==> src/logic/pdar_pkg.sv <==
package pdar_pkg;

	// ****************************************
	// Timing figures and derived clock counts
	// ****************************************
	localparam int CLK_PERIOD_NS = 5; // mclk period at 200 MHz
	localparam int ROW_TO_COL_NS = 20; // Row strobe to column phase switch
	localparam int COL_TO_CAS_NS = 15; // Column phase to column strobe
	localparam int CAP_HOLD_NS = 60; // Capture strobe width before self clear
	localparam int CYC_TAIL_NS = 10; // Capture end to cycle flip-flop clear
	localparam logic [3:0] ROW_TO_COL_CYC =
		4'((ROW_TO_COL_NS + CLK_PERIOD_NS - 1) / CLK_PERIOD_NS);
	localparam logic [3:0] COL_TO_CAS_CYC =
		4'((COL_TO_CAS_NS + CLK_PERIOD_NS - 1) / CLK_PERIOD_NS);
	localparam logic [3:0] CAP_HOLD_CYC =
		4'((CAP_HOLD_NS + CLK_PERIOD_NS - 1) / CLK_PERIOD_NS);
	localparam logic [3:0] CYC_TAIL_CYC =
		4'((CYC_TAIL_NS + CLK_PERIOD_NS - 1) / CLK_PERIOD_NS);

	// ****************************************
	// Register map and fields
	// ****************************************
	localparam logic [7:0] CTRL_OFS = 8'h00; // Page bits and region enables
	localparam logic [7:0] STAT_OFS = 8'h04; // Live timing state
	localparam int CTRL_PAGE_LSB = 0; // Three page bits
	localparam int CTRL_R0EN_BIT = 3; // Region 0 response enable
	localparam int CTRL_R1EN_BIT = 4; // Region 1 response enable
	localparam logic [31:0] CTRL_RESET = 32'h0000_0018;
	localparam int STAT_ROW_LSB = 0; // Refresh row counter, seven bits
	localparam int STAT_CYC_BIT = 8; // Cycle flip-flop
	localparam int STAT_CAP_BIT = 9; // Capture flip-flop
	localparam int STAT_REF_BIT = 10; // Current cycle is a refresh
	localparam int STAT_E_BIT = 11; // Synchronised E
	localparam int STAT_Q_BIT = 12; // Synchronised Q

	// ****************************************
	// Address decode and bus codes
	// ****************************************
	localparam logic [2:0] WIN_TOP = 3'h4; // 8000 to 9FFF
	localparam logic [2:0] REGION1_TOP = 3'h5; // A000 to BFFF
	localparam logic [2:0] REGION0_TOP = 3'h6; // C000 to DFFF
	localparam logic [3:0] FOURTH_BANK = 4'h8;
	localparam logic [3:0] ALL_BANKS = 4'hf;
	localparam logic [1:0] HRESP_OKAY = 2'h0;

	// ****************************************
	// Types
	// ****************************************
	typedef enum logic [2:0] {
		T_IDLE, T_ROW, T_COLPH, T_CAS, T_CAP, T_END
	} pdar_tstate_type;

	// Pins from the host bus and the RAM array, all asynchronous
	typedef struct packed {
		logic [15:0] addr;
		logic rw;
		logic e;
		logic q;
		logic [7:0] data;
		logic [7:0] ram_dq;
		logic region0_rom_switch;
		logic region1_rom_switch;
	} pdar_pins_type;

	// Strobes towards the RAM array
	typedef struct packed {
		logic [2:0] bank_row_strobe_n;
		logic fourth_bank_row_strobe_n;
		logic column_phase_n;
		logic column_strobe_n;
		logic write_enable_n;
		logic data_capture;
	} pdar_strobes_type;

endpackage

==> src/logic/pdar_refresh_ctr.sv <==
`timescale 1ns/1ps
module pdar_refresh_ctr (
	// Clock and reset
	input wire logic mclk,
	input wire logic rst_n,
	// One pulse per high phase of Q
	input wire logic inc,
	// Current refresh row
	output logic [6:0] row
);

	logic [6:0] cnt_reg; // Row counter
	logic [6:0] cnt_next;

	// Natural wrap from the top row to zero, no host help needed
	always_comb begin
		cnt_next = cnt_reg;
		if (inc) begin
			cnt_next = cnt_reg + 7'h01;
		end
	end

	// Counter register
	always_ff @(posedge mclk or negedge rst_n) begin
		if (!rst_n) begin
			cnt_reg <= 7'h00;
		end else begin
			cnt_reg <= cnt_next;
		end
	end

	assign row = cnt_reg;

endmodule

==> src/logic/pdar_sync.sv <==
`timescale 1ns/1ps
module pdar_sync #(
	parameter int W = 1
) (
	// Clock and reset
	input wire logic mclk,
	input wire logic rst_n,
	// Asynchronous levels in, synchronised levels out
	input wire logic [W-1:0] async_in,
	output logic [W-1:0] sync_out
);

	// First stage, read only by the second stage
	logic [W-1:0] meta_reg;

	// ****************************************
	// Two flip-flops per bit
	// ****************************************
	for (genvar i = 0; i < W; i++) begin : g_bit
		// Metastability settles in the first stage
		always_ff @(posedge mclk or negedge rst_n) begin
			if (!rst_n) begin
				meta_reg[i] <= 1'b0;
				sync_out[i] <= 1'b0;
			end else begin
				meta_reg[i] <= async_in[i];
				sync_out[i] <= meta_reg[i];
			end
		end
	end

endmodule

==> src/logic/pdar_top.sv <==
// Contract
// - Window select for 8000 to 9FFF
// - Low page bits pick one bank
// - High page bit picks bank half
// - Enabled overlay regions use fourth bank
// - Overlay half bit is inverted A13
// - Drive host data only on reads
// - Address lines: row, column, refresh
// - Holding latch follows strobe, then holds
// - Access while E high, refresh low
// - XOR fall sets cycle, row strobe
// - Delay, column phase, delay, column strobe
// - XOR rise sets capture strobe
// - Write enable with capture on writes
// - Capture self clears, then cycle clears
// - Seven-bit row counter, once per Q high
// - Q low selects refresh address
// - Refresh strobes all four banks
// - Whole RAM refreshed per 128 Q periods
// - Refresh uses access strobe sequence
// - Closed switch ROM, open switch RAM
`timescale 1ns/1ps
module pdar_top (
	// Clock and reset
	input wire logic mclk,
	input wire logic rst_n,
	// AHB-Lite slave
	input wire logic hsel,
	input wire logic [31:0] haddr,
	input wire logic [1:0] htrans,
	input wire logic hwrite,
	input wire logic [2:0] hsize,
	input wire logic [31:0] hwdata,
	input wire logic hready,
	output logic hreadyout,
	output logic [1:0] hresp,
	output logic [31:0] hrdata,
	// Host bus pins
	input wire logic [15:0] host_addr,
	input wire logic host_rw,
	input wire logic host_e,
	input wire logic host_q,
	input wire logic [7:0] host_data_in,
	output logic [7:0] host_data_out,
	output logic host_data_oe,
	// Region switches, high when closed
	input wire logic region0_rom_switch,
	input wire logic region1_rom_switch,
	// RAM array
	input wire logic [7:0] ram_dq_in,
	output logic [7:0] ram_dq_out,
	output logic [6:0] ram_addr,
	output logic bank_half_bit,
	output logic refresh_addr_select,
	output pdar_pkg::pdar_strobes_type ram_strobes
);
	import pdar_pkg::*;

	// ****************************************
	// State
	// ****************************************
	typedef struct packed {
		pdar_tstate_type tst; // Strobe sequencer
		logic [3:0] tmr; // Delay counter
		logic refresh; // Cycle was started with E low
		logic [3:0] banks; // Row strobes for this cycle
		logic wr; // Cycle is a host write
		logic [7:0] hold; // Read data holding latch
		logic [2:0] page; // Page bits
		logic r0en; // Region 0 response enable
		logic r1en; // Region 1 response enable
		logic xor_d; // Previous synchronised E xor Q
		logic q_d; // Previous synchronised Q
		logic ph_wr; // Pending register write
		logic [7:0] ph_addr; // Address of pending write
		logic [31:0] rdata; // Read data for the data phase
	} pdar_state_type;

	pdar_state_type s_reg; // Registered state
	pdar_state_type s_next; // Next state

	pdar_pins_type pins_raw; // Pins as they arrive
	pdar_pins_type pins; // Pins after two flip-flops
	logic [6:0] ref_row; // Refresh counter value
	logic x; // E xor Q
	logic x_fall; // Start of a strobe sequence
	logic x_rise; // Capture point
	logic q_rise; // Counter advance point
	logic win_sel; // Paged window addressed
	logic ov0_sel; // Region 0 overlay addressed
	logic ov1_sel; // Region 1 overlay addressed
	logic acc_sel; // Any RAM access addressed
	logic half; // Bank half for the live address
	logic cyc; // Cycle flip-flop
	logic cap; // Capture flip-flop
	logic col_ph; // Column phase active
	logic col_st; // Column strobe active
	logic ahb_take; // Address phase accepted

	// ****************************************
	// Decode functions
	// ****************************************
	// One-hot bank pick from two page bits
	function automatic logic [3:0] bank_onehot(input logic [1:0] pg);
		bank_onehot = 4'h1 << pg;
	endfunction

	// Region hit on the top three address bits
	function automatic logic region_hit(input logic [15:0] a, input logic [2:0] top);
		region_hit = (a[15:13] == top);
	endfunction

	// Register read word for an offset
	function automatic logic [31:0] read_word(input logic [7:0] ofs,
		input pdar_state_type st, input logic [6:0] rr, input pdar_pins_type p);
		logic [31:0] w;
		w = 32'h0000_0000;
		if (ofs == CTRL_OFS) begin
			w[CTRL_PAGE_LSB +: 3] = st.page;
			w[CTRL_R0EN_BIT] = st.r0en;
			w[CTRL_R1EN_BIT] = st.r1en;
		end else if (ofs == STAT_OFS) begin
			w[STAT_ROW_LSB +: 7] = rr;
			w[STAT_CYC_BIT] = (st.tst != T_IDLE);
			w[STAT_CAP_BIT] = (st.tst == T_CAP);
			w[STAT_REF_BIT] = st.refresh;
			w[STAT_E_BIT] = p.e;
			w[STAT_Q_BIT] = p.q;
		end
		read_word = w;
	endfunction

	// ****************************************
	// Pin synchronisation
	// ****************************************
	// Gather every outside level into one vector
	always_comb begin
		pins_raw.addr = host_addr;
		pins_raw.rw = host_rw;
		pins_raw.e = host_e;
		pins_raw.q = host_q;
		pins_raw.data = host_data_in;
		pins_raw.ram_dq = ram_dq_in;
		pins_raw.region0_rom_switch = region0_rom_switch;
		pins_raw.region1_rom_switch = region1_rom_switch;
	end

	// Adds two cycles of latency to every pin, well inside the E phases
	pdar_sync #(.W($bits(pdar_pins_type))) u_sync (
		.mclk(mclk),
		.rst_n(rst_n),
		.async_in(pins_raw),
		.sync_out(pins)
	);

	// Refresh row counter, advanced on each rise of Q
	pdar_refresh_ctr u_ctr (
		.mclk(mclk),
		.rst_n(rst_n),
		.inc(q_rise),
		.row(ref_row)
	);

	// ****************************************
	// Edges and address decode
	// ****************************************
	// Host clocks arrive as quadrature pair
	always_comb begin
		x = pins.e ^ pins.q;
		x_fall = s_reg.xor_d & ~x;
		x_rise = ~s_reg.xor_d & x;
		q_rise = ~s_reg.q_d & pins.q;
	end

	// Window and overlay selects; an open switch means RAM
	always_comb begin
		win_sel = region_hit(pins.addr, WIN_TOP);
		ov0_sel = region_hit(pins.addr, REGION0_TOP) & s_reg.r0en
			& ~pins.region0_rom_switch;
		ov1_sel = region_hit(pins.addr, REGION1_TOP) & s_reg.r1en
			& ~pins.region1_rom_switch;
		acc_sel = win_sel | ov0_sel | ov1_sel;
		if (win_sel) begin
			half = s_reg.page[2];
		end else begin
			half = ~pins.addr[13];
		end
	end

	// ****************************************
	// Next state
	// ****************************************
	always_comb begin
		s_next = s_reg;
		s_next.xor_d = x;
		s_next.q_d = pins.q;
		ahb_take = hsel & htrans[1] & hready;

		// Strobe sequencer, same for access and refresh
		case (s_reg.tst)
			T_IDLE: begin
				if (x_fall) begin
					// Cycle flip-flop set, row strobe on
					s_next.tst = T_ROW;
					s_next.tmr = ROW_TO_COL_CYC;
					s_next.refresh = ~pins.e;
					s_next.wr = pins.e & acc_sel & ~pins.rw;
					if (!pins.e) begin
						s_next.banks = ALL_BANKS;
					end else if (win_sel) begin
						s_next.banks = bank_onehot(s_reg.page[1:0]);
					end else if (ov0_sel | ov1_sel) begin
						s_next.banks = FOURTH_BANK;
					end else begin
						s_next.banks = 4'h0; // Not ours, no row strobe
					end
				end
			end
			T_ROW: begin
				// Row hold time before switching to columns
				if (x_rise) begin
					s_next.tst = T_CAP;
					s_next.tmr = CAP_HOLD_CYC;
				end else if (s_reg.tmr == 4'h1) begin
					s_next.tst = T_COLPH;
					s_next.tmr = COL_TO_CAS_CYC;
				end else begin
					s_next.tmr = s_reg.tmr - 4'h1;
				end
			end
			T_COLPH: begin
				// Column address settles before the column strobe
				if (x_rise) begin
					s_next.tst = T_CAP;
					s_next.tmr = CAP_HOLD_CYC;
				end else if (s_reg.tmr == 4'h1) begin
					s_next.tst = T_CAS;
				end else begin
					s_next.tmr = s_reg.tmr - 4'h1;
				end
			end
			T_CAS: begin
				// Wait for the capture point
				if (x_rise) begin
					s_next.tst = T_CAP;
					s_next.tmr = CAP_HOLD_CYC;
				end
			end
			T_CAP: begin
				// Capture flip-flop clears itself after its delay
				if (s_reg.tmr == 4'h1) begin
					s_next.tst = T_END;
					s_next.tmr = CYC_TAIL_CYC;
				end else begin
					s_next.tmr = s_reg.tmr - 4'h1;
				end
			end
			T_END: begin
				// Cycle flip-flop falls, all strobes drop
				if (s_reg.tmr == 4'h1) begin
					s_next.tst = T_IDLE;
					s_next.banks = 4'h0;
					s_next.wr = 1'b0;
				end else begin
					s_next.tmr = s_reg.tmr - 4'h1;
				end
			end
			default: begin
				s_next.tst = T_IDLE;
			end
		endcase

		// Latch is transparent while capturing, holds afterwards
		if (s_reg.tst == T_CAP) begin
			s_next.hold = pins.ram_dq;
		end

		// Register write in the data phase
		if (s_reg.ph_wr && s_reg.ph_addr == CTRL_OFS) begin
			s_next.page = hwdata[CTRL_PAGE_LSB +: 3];
			s_next.r0en = hwdata[CTRL_R0EN_BIT];
			s_next.r1en = hwdata[CTRL_R1EN_BIT];
		end

		// Address phase: note writes, prepare read data
		s_next.ph_wr = ahb_take & hwrite;
		if (ahb_take) begin
			s_next.ph_addr = haddr[7:0];
		end
		if (ahb_take && !hwrite) begin
			s_next.rdata = read_word(haddr[7:0], s_reg, ref_row, pins);
		end
	end

	// ****************************************
	// State register
	// ****************************************
	always_ff @(posedge mclk or negedge rst_n) begin
		if (!rst_n) begin
			s_reg.tst <= T_IDLE;
			s_reg.tmr <= 4'h0;
			s_reg.refresh <= 1'b0;
			s_reg.banks <= 4'h0;
			s_reg.wr <= 1'b0;
			s_reg.hold <= 8'h00;
			s_reg.page <= CTRL_RESET[CTRL_PAGE_LSB +: 3];
			s_reg.r0en <= CTRL_RESET[CTRL_R0EN_BIT];
			s_reg.r1en <= CTRL_RESET[CTRL_R1EN_BIT];
			s_reg.xor_d <= 1'b0;
			s_reg.q_d <= 1'b0;
			s_reg.ph_wr <= 1'b0;
			s_reg.ph_addr <= 8'h00;
			s_reg.rdata <= 32'h0000_0000;
		end else begin
			s_reg <= s_next;
		end
	end

	// ****************************************
	// Outputs
	// ****************************************
	// Strobe levels from the sequencer state
	always_comb begin
		cyc = (s_reg.tst != T_IDLE);
		cap = (s_reg.tst == T_CAP);
		col_ph = (s_reg.tst == T_COLPH) | (s_reg.tst == T_CAS) | cap
			| (s_reg.tst == T_END);
		col_st = (s_reg.tst == T_CAS) | cap | (s_reg.tst == T_END);
	end

	// RAM strobes, all active low except the capture
	always_comb begin
		ram_strobes.bank_row_strobe_n = ~(s_reg.banks[2:0] & {3{cyc}});
		ram_strobes.fourth_bank_row_strobe_n = ~(s_reg.banks[3] & cyc);
		ram_strobes.column_phase_n = ~col_ph;
		ram_strobes.column_strobe_n = ~col_st;
		ram_strobes.write_enable_n = ~(cap & s_reg.wr);
		ram_strobes.data_capture = cap;
	end

	// Address multiplexer; Q low overrides with the refresh row
	always_comb begin
		refresh_addr_select = ~pins.q;
		bank_half_bit = half;
		if (refresh_addr_select) begin
			ram_addr = ref_row;
		end else if (col_ph) begin
			ram_addr = {half, pins.addr[12:7]};
		end else begin
			ram_addr = pins.addr[6:0];
		end
	end

	// Host data drive only for reads of our RAM while E is high
	always_comb begin
		host_data_oe = pins.e & acc_sel & pins.rw;
		host_data_out = s_reg.hold;
		ram_dq_out = pins.data;
	end

	// Zero wait state slave, always OKAY
	always_comb begin
		hreadyout = 1'b1;
		hresp = HRESP_OKAY;
		hrdata = s_reg.rdata;
	end

endmodule
==> config.mk <==
export PLATFORM = sky130hd
export DESIGN_NAME = pdar_top
export DESIGN_NICKNAME = d
export VERILOG_FILES = /design/src/logic/pdar_pkg.sv /design/src/logic/pdar_refresh_ctr.sv /design/src/logic/pdar_sync.sv /design/src/logic/pdar_top.sv
export SDC_FILE = /design/constraint.sdc
export NUM_CORES = 1
export LEC_CHECK = 0
export BUFFER_PORTS_ARGS = -buffer_cell sky130_fd_sc_hd__buf_2
export CAP_MARGIN = 20
export CORE_MARGIN = 4
export CORE_UTILIZATION = 53
export CTS_CLUSTER_SIZE = 40
export DETAILED_ROUTE_END_ITERATION = 8
export PLACE_DENSITY = 0.94
export SLEW_MARGIN = 0
export SYNTH_ARGS = -nofsm -noshare
export SYNTH_HDL_FRONTEND = slang
export SYNTH_SLANG_ARGS = --single-unit
==> constraint.sdc <==
create_clock -name mclk -period 5.8 [get_ports mclk]
set_input_delay 0.29 -clock mclk [delete_from_list [all_inputs] [get_ports mclk]]
set_output_delay 0.29 -clock mclk [all_outputs]
set_load 0.1 [all_outputs]
* Yosys cells after proc, flatten, opt, wreduce, memory -nomap -nowiden
Cells that the tools add are included.
Word-level totals: bits in registers 130, input port bits 111, output and inout bits 69, logic and storage cells 186
Operators by class: add/sub/neg operators 2, eq/ne operators 16, shifts and indexed selects 1, muxes and demuxes 26, bitwise gates (word level) 39, reductions and logical operators 13
Operators with widths (number):
- $mux W7 | 6
- $mux W4 | 6
- $pmux W4 S6 | 1
- $mux W5 | 4
- $pmux W3 S6 | 1
- $logic_not A8 Y1 | 2
- $and A1 B1 Y1 | 15
- $eq A3 B3 Y1 const B | 5
- $mux W13 | 1
- $not A1 Y1 | 13
- $mux W3 | 4
- $pmux W5 S2 | 1
- $eq A8 B3 Y1 const B | 1
- $or A1 B1 Y1 | 8
- $add A7 B1 Y7 const B | 1
- $eq A3 B2 Y1 const B | 2
- $ne A2 B2 Y1 const B | 3
- $ne A3 B3 Y1 const B | 2
- $reduce_and A3 Y1 | 2
- $reduce_and A6 Y1 | 1
- $reduce_bool A6 Y1 | 1
- $eq A4 B1 Y1 const B | 1
- $shl A1 B2 Y4 const A | 1
- $sub A4 B1 Y4 const B | 1
- 13 further kinds | 14

* Logic depth before layout (Yosys ltp)
depth in word-level cells 9, mapped depth 9, depth with buffers taken out 9

* Modules after synthesis
From an unflattened synthesis, not the netlist that was laid out.
Second synthesis, totals: cell total of the unflattened synthesis 386, area, all modules 5086.1 sq um
Modules (own cells, without submodules):
- pdar_top | instances 1, cells each 290, area an instance 2951.6 sq um, sequential area each 1228.7 sq um
- pdar_sync | instances 1, cells each 74, area an instance 1851.8 sq um, sequential area each 1851.8 sq um
- pdar_refresh_ctr | instances 1, cells each 22, area an instance 282.8 sq um, sequential area each 175.2 sq um

* Worst setup path before layout
OpenSTA, ideal clock, no wires.
kind register -> output, from register u_sync.sync_out[35], to output ram_addr[6], arrival time 3.523 ns, required time 5.510 ns, setup slack 1.987 ns, stages on the path, launching flop included 6, buffers on the path 0, path through dfrtp_1 > nand2b_1 > nor2_1 > nor2_1 > mux2i_1 > a21oi_1
Between the ends: word-level cells in the longest chain between the ends 4
Ends and longest elaborated chain:
- start: declaration | RTL line pdar_sync.sv:10 | output logic [W-1:0] sync_out
- start signal: indexed assignment | RTL line pdar_sync.sv:27 | sync_out[i] <= meta_reg[i];
- $eq A3 B3 Y1 | RTL line pdar_top.sv:110 | region_hit = (a[15:13] == top);
- $mux W1 | RTL line pdar_top.sv:183 | if (win_sel) begin
- net bank_half_bit | RTL line pdar_top.sv:53 | output logic bank_half_bit,
- $mux W7 | RTL line pdar_top.sv:347 | end else if (col_ph) begin
- $mux W7 | RTL line pdar_top.sv:345 | if (refresh_addr_select) begin
- end: declaration | RTL line pdar_top.sv:52 | output logic [6:0] ram_addr,
The timed path passes the listed nets, and every way through them passes these cells.

==> out/qor.txt <==
status: complete, no violations
unrepaired setup endpoints after global routing: false
type of element capturing the critical path: primary output
DIE AREA: 11,350 um^2
Die Wd: 106.5 um
CP max stage cell: nor3_2
setup bufs post-CTS: 0
# diodes: 0
post-route worst setup slack: 2.675 ns
Synth top area share: 62.26%
Mapped Cells: 403
Clock Sinks: 130
Die Height: 106.5 um
GRT Total Usage: 21.46%
fraction of registers with async set or reset after synthesis: 100.0%
final hold vios: 0
warnings from Yosys: 0
gp weighted congestion: 0.7876
Peak supply drop: 0.0003517 V
worst-case clock buffer depth: 2
Synth Register Bits: 130
Iteration-0 DRC Markers: 170
total grt overflow: 0
WL final: 11,370 um
first-pass GRT wire length: 18,320 um
via count: 3,389
Lkg Pwr: 0.003124 uW
Rows: 35
Initial Util: 55.16%
# port buffers: 101
r2r startpoint: s_reg[63]$_DFFE_PN0P_
DRT Pass-1 Iters: 4
WP data arrival: 2.83 ns
vias in the first global route: 3,602
synthesized area per cell: 12.77 um^2
Total Neg Setup Slack: 0 ns
largest net degree at the start of global routing: 67
synth cell count leaders: dfrtp_1, buf_4, nand2_1, nor2_1, mux2_2
Reg2Reg Setup Slack: 3.28 ns
endpoints failing setup: 0
synthesis-to-layout area growth: 26.36%
Routed Antenna Nets: 0
initial antenna violation count: 0
Synth cell types: 53
CP Launch Type: register
synthesized area: 5145 um^2
Area after DPL: 5441 um^2
post_cts resized: 0
# IOs: 180
CTS tree: built
# H-tree levels: 4
slowest stage delay, CP: 0.81 ns
synth top area cells: dfrtp_1, buf_4, mux2_2
WL/cell: 17.08 um
sequential area share after synthesis: 63.28%
CTS Buf Count: 17
worst-skew pair later-pin latency: 0.51 ns
Clock transition at path regs: 0.06 ns
CP Launch Point: s_reg[68]$_DFFE_PN0P_
hold path start: hwdata[0]
clock skew: 0.009012 ns
layout cell share with drive strength beyond 1: 30.91%
Worst-Margin Slew: 0.9131 ns
DP HPWL: 6853 um
Post-synth EDFFs: 0
Worst Path Required: 5.51 ns
final net count: 641
crit path kind: register to primary output
routed vias/inst: 5.089
DRC violations left: 0
Final Max Tran Viols: 0
cell taking the most area after synthesis: dfrtp_1
cell with the most instances after synthesis: dfrtp_1
Hold-fix buffers, CTS: 43
cell area after layout: 6501 um^2
Final min period: 3.125 ns
pre-CTS setup slack: 3.213 ns
Final Cycle Share: 53.88%
max cap viols: 0
Root Driver: clkbuf_8
pwr/cell area: 546.3 nW/um^2
core region area: 9328 um^2
f_max: 320.0 MHz
Max-slew headroom: 38.79%
Hold Crit Class: input port to register
CP cell instances: inv_1 > nor3_2 > buf_2
Main synth FF type: dfrtp_1
crit-path max FO: 17
[where the power goes]
part	leakage, uW	internal, uW	switching [uW]	total, uW
Combinational	0.00126	314	941	1260
Clock	0.000302	715	407	1120
Sequential	0.00157	1040	138	1180
[cell usage in the layout, fill, tap and decap left out, types with 4 or more instances in the layout]
cell type / instances
dfrtp_1: 128
buf_2: 100
dlygate4sd3_1: 43
nand2_1: 30
nor2_1: 26
conb_1: 23
mux2_2: 21
clkbuf_16: 16
o21ai_0: 14
mux2i_1: 13
a21oi_1: 11
inv_1: 10
a22o_1: 9
nand3_1: 8
ha_1: 6
nand2b_1: 5
a21o_1: 4
bufinv_16: 4
clkinv_4: 4
[final timing paths]
| check | depth (start not counted) | to |
|---|---|---|
| worst max-delay path | 3 | ram_strobes[0] |
| worst min-delay path | 2 | s_reg[45]$_DFFE_PN0P_ |
| worst max register to register | 9 | s_reg[62]$_DFFE_PN0P_ |
| worst min register to register | 0 | u_sync.sync_out[4]$_DFF_PN0_ |
| max in group asynchronous | 3 | u_sync.sync_out[18]$_DFF_PN0_ |
| min in group asynchronous | 2 | u_sync.meta_reg[6]$_DFF_PN0_ |
[logic make-up after synthesis]
logic type	Yosys count	share of synthesized area, %
xor gates and xnor gates	7	1.557
AOI/OAI and AO/OA	59	8.099
and+or+nand+nor	90	8.390
other	2	0.1460
adders and majority gates	7	1.654
buffers and inverters	74	9.752
muxes	34	7.125
DFF	130	63.28
[stage by stage]
| stage | hold WS [ns] | power [uW] | cells | utilization, % |
|---|---|---|---|---|
| after global placement | 0.3321 | 2350 | 591 | 58.34 |
| final | 0.02782 | 3552 | 666 | 69.70 |
| after floorplan | -0.005591 | 2232 | 424 | - |
| after detailed placement | 0.3347 | 2398 | 591 | 58.34 |
| after CTS | 0.001176 | 3552 | 666 | 69.70 |
| after global routing | 0.005018 | 3701 | 666 | 69.70 |
[metal layers]
layer | part of all wire, % | track usage (%) | up-vias
met5 | 0 | 0 | -
met3 | 7.4 | 7.529 | 31
li1 | - | - | 1544
met1 | 38 | 24.69 | 1666
met2 | 52 | 36.02 | 148
met4 | 2.7 | 9.954 | 0
[worst max-delay path: cells and delay by family, from the launching register on]
kind                   cells  cell delay, ns
flip-flops                 1            0.66
buffers and inverters      2            0.85
AND/OR/NAND/NOR            1            0.81
[final cells by class]
cell class                 count  area (um^2)
tap                          129        161.4
clock inverter                14        201.4
timing repair buffer         145        945.9
inverter                      10        37.54
sequential                   130         3256
clock buffer                  18        427.9
multi-input combinational    220         1471
fill                         591         2826
No activity file was read; power rests on OpenSTA's default activity.
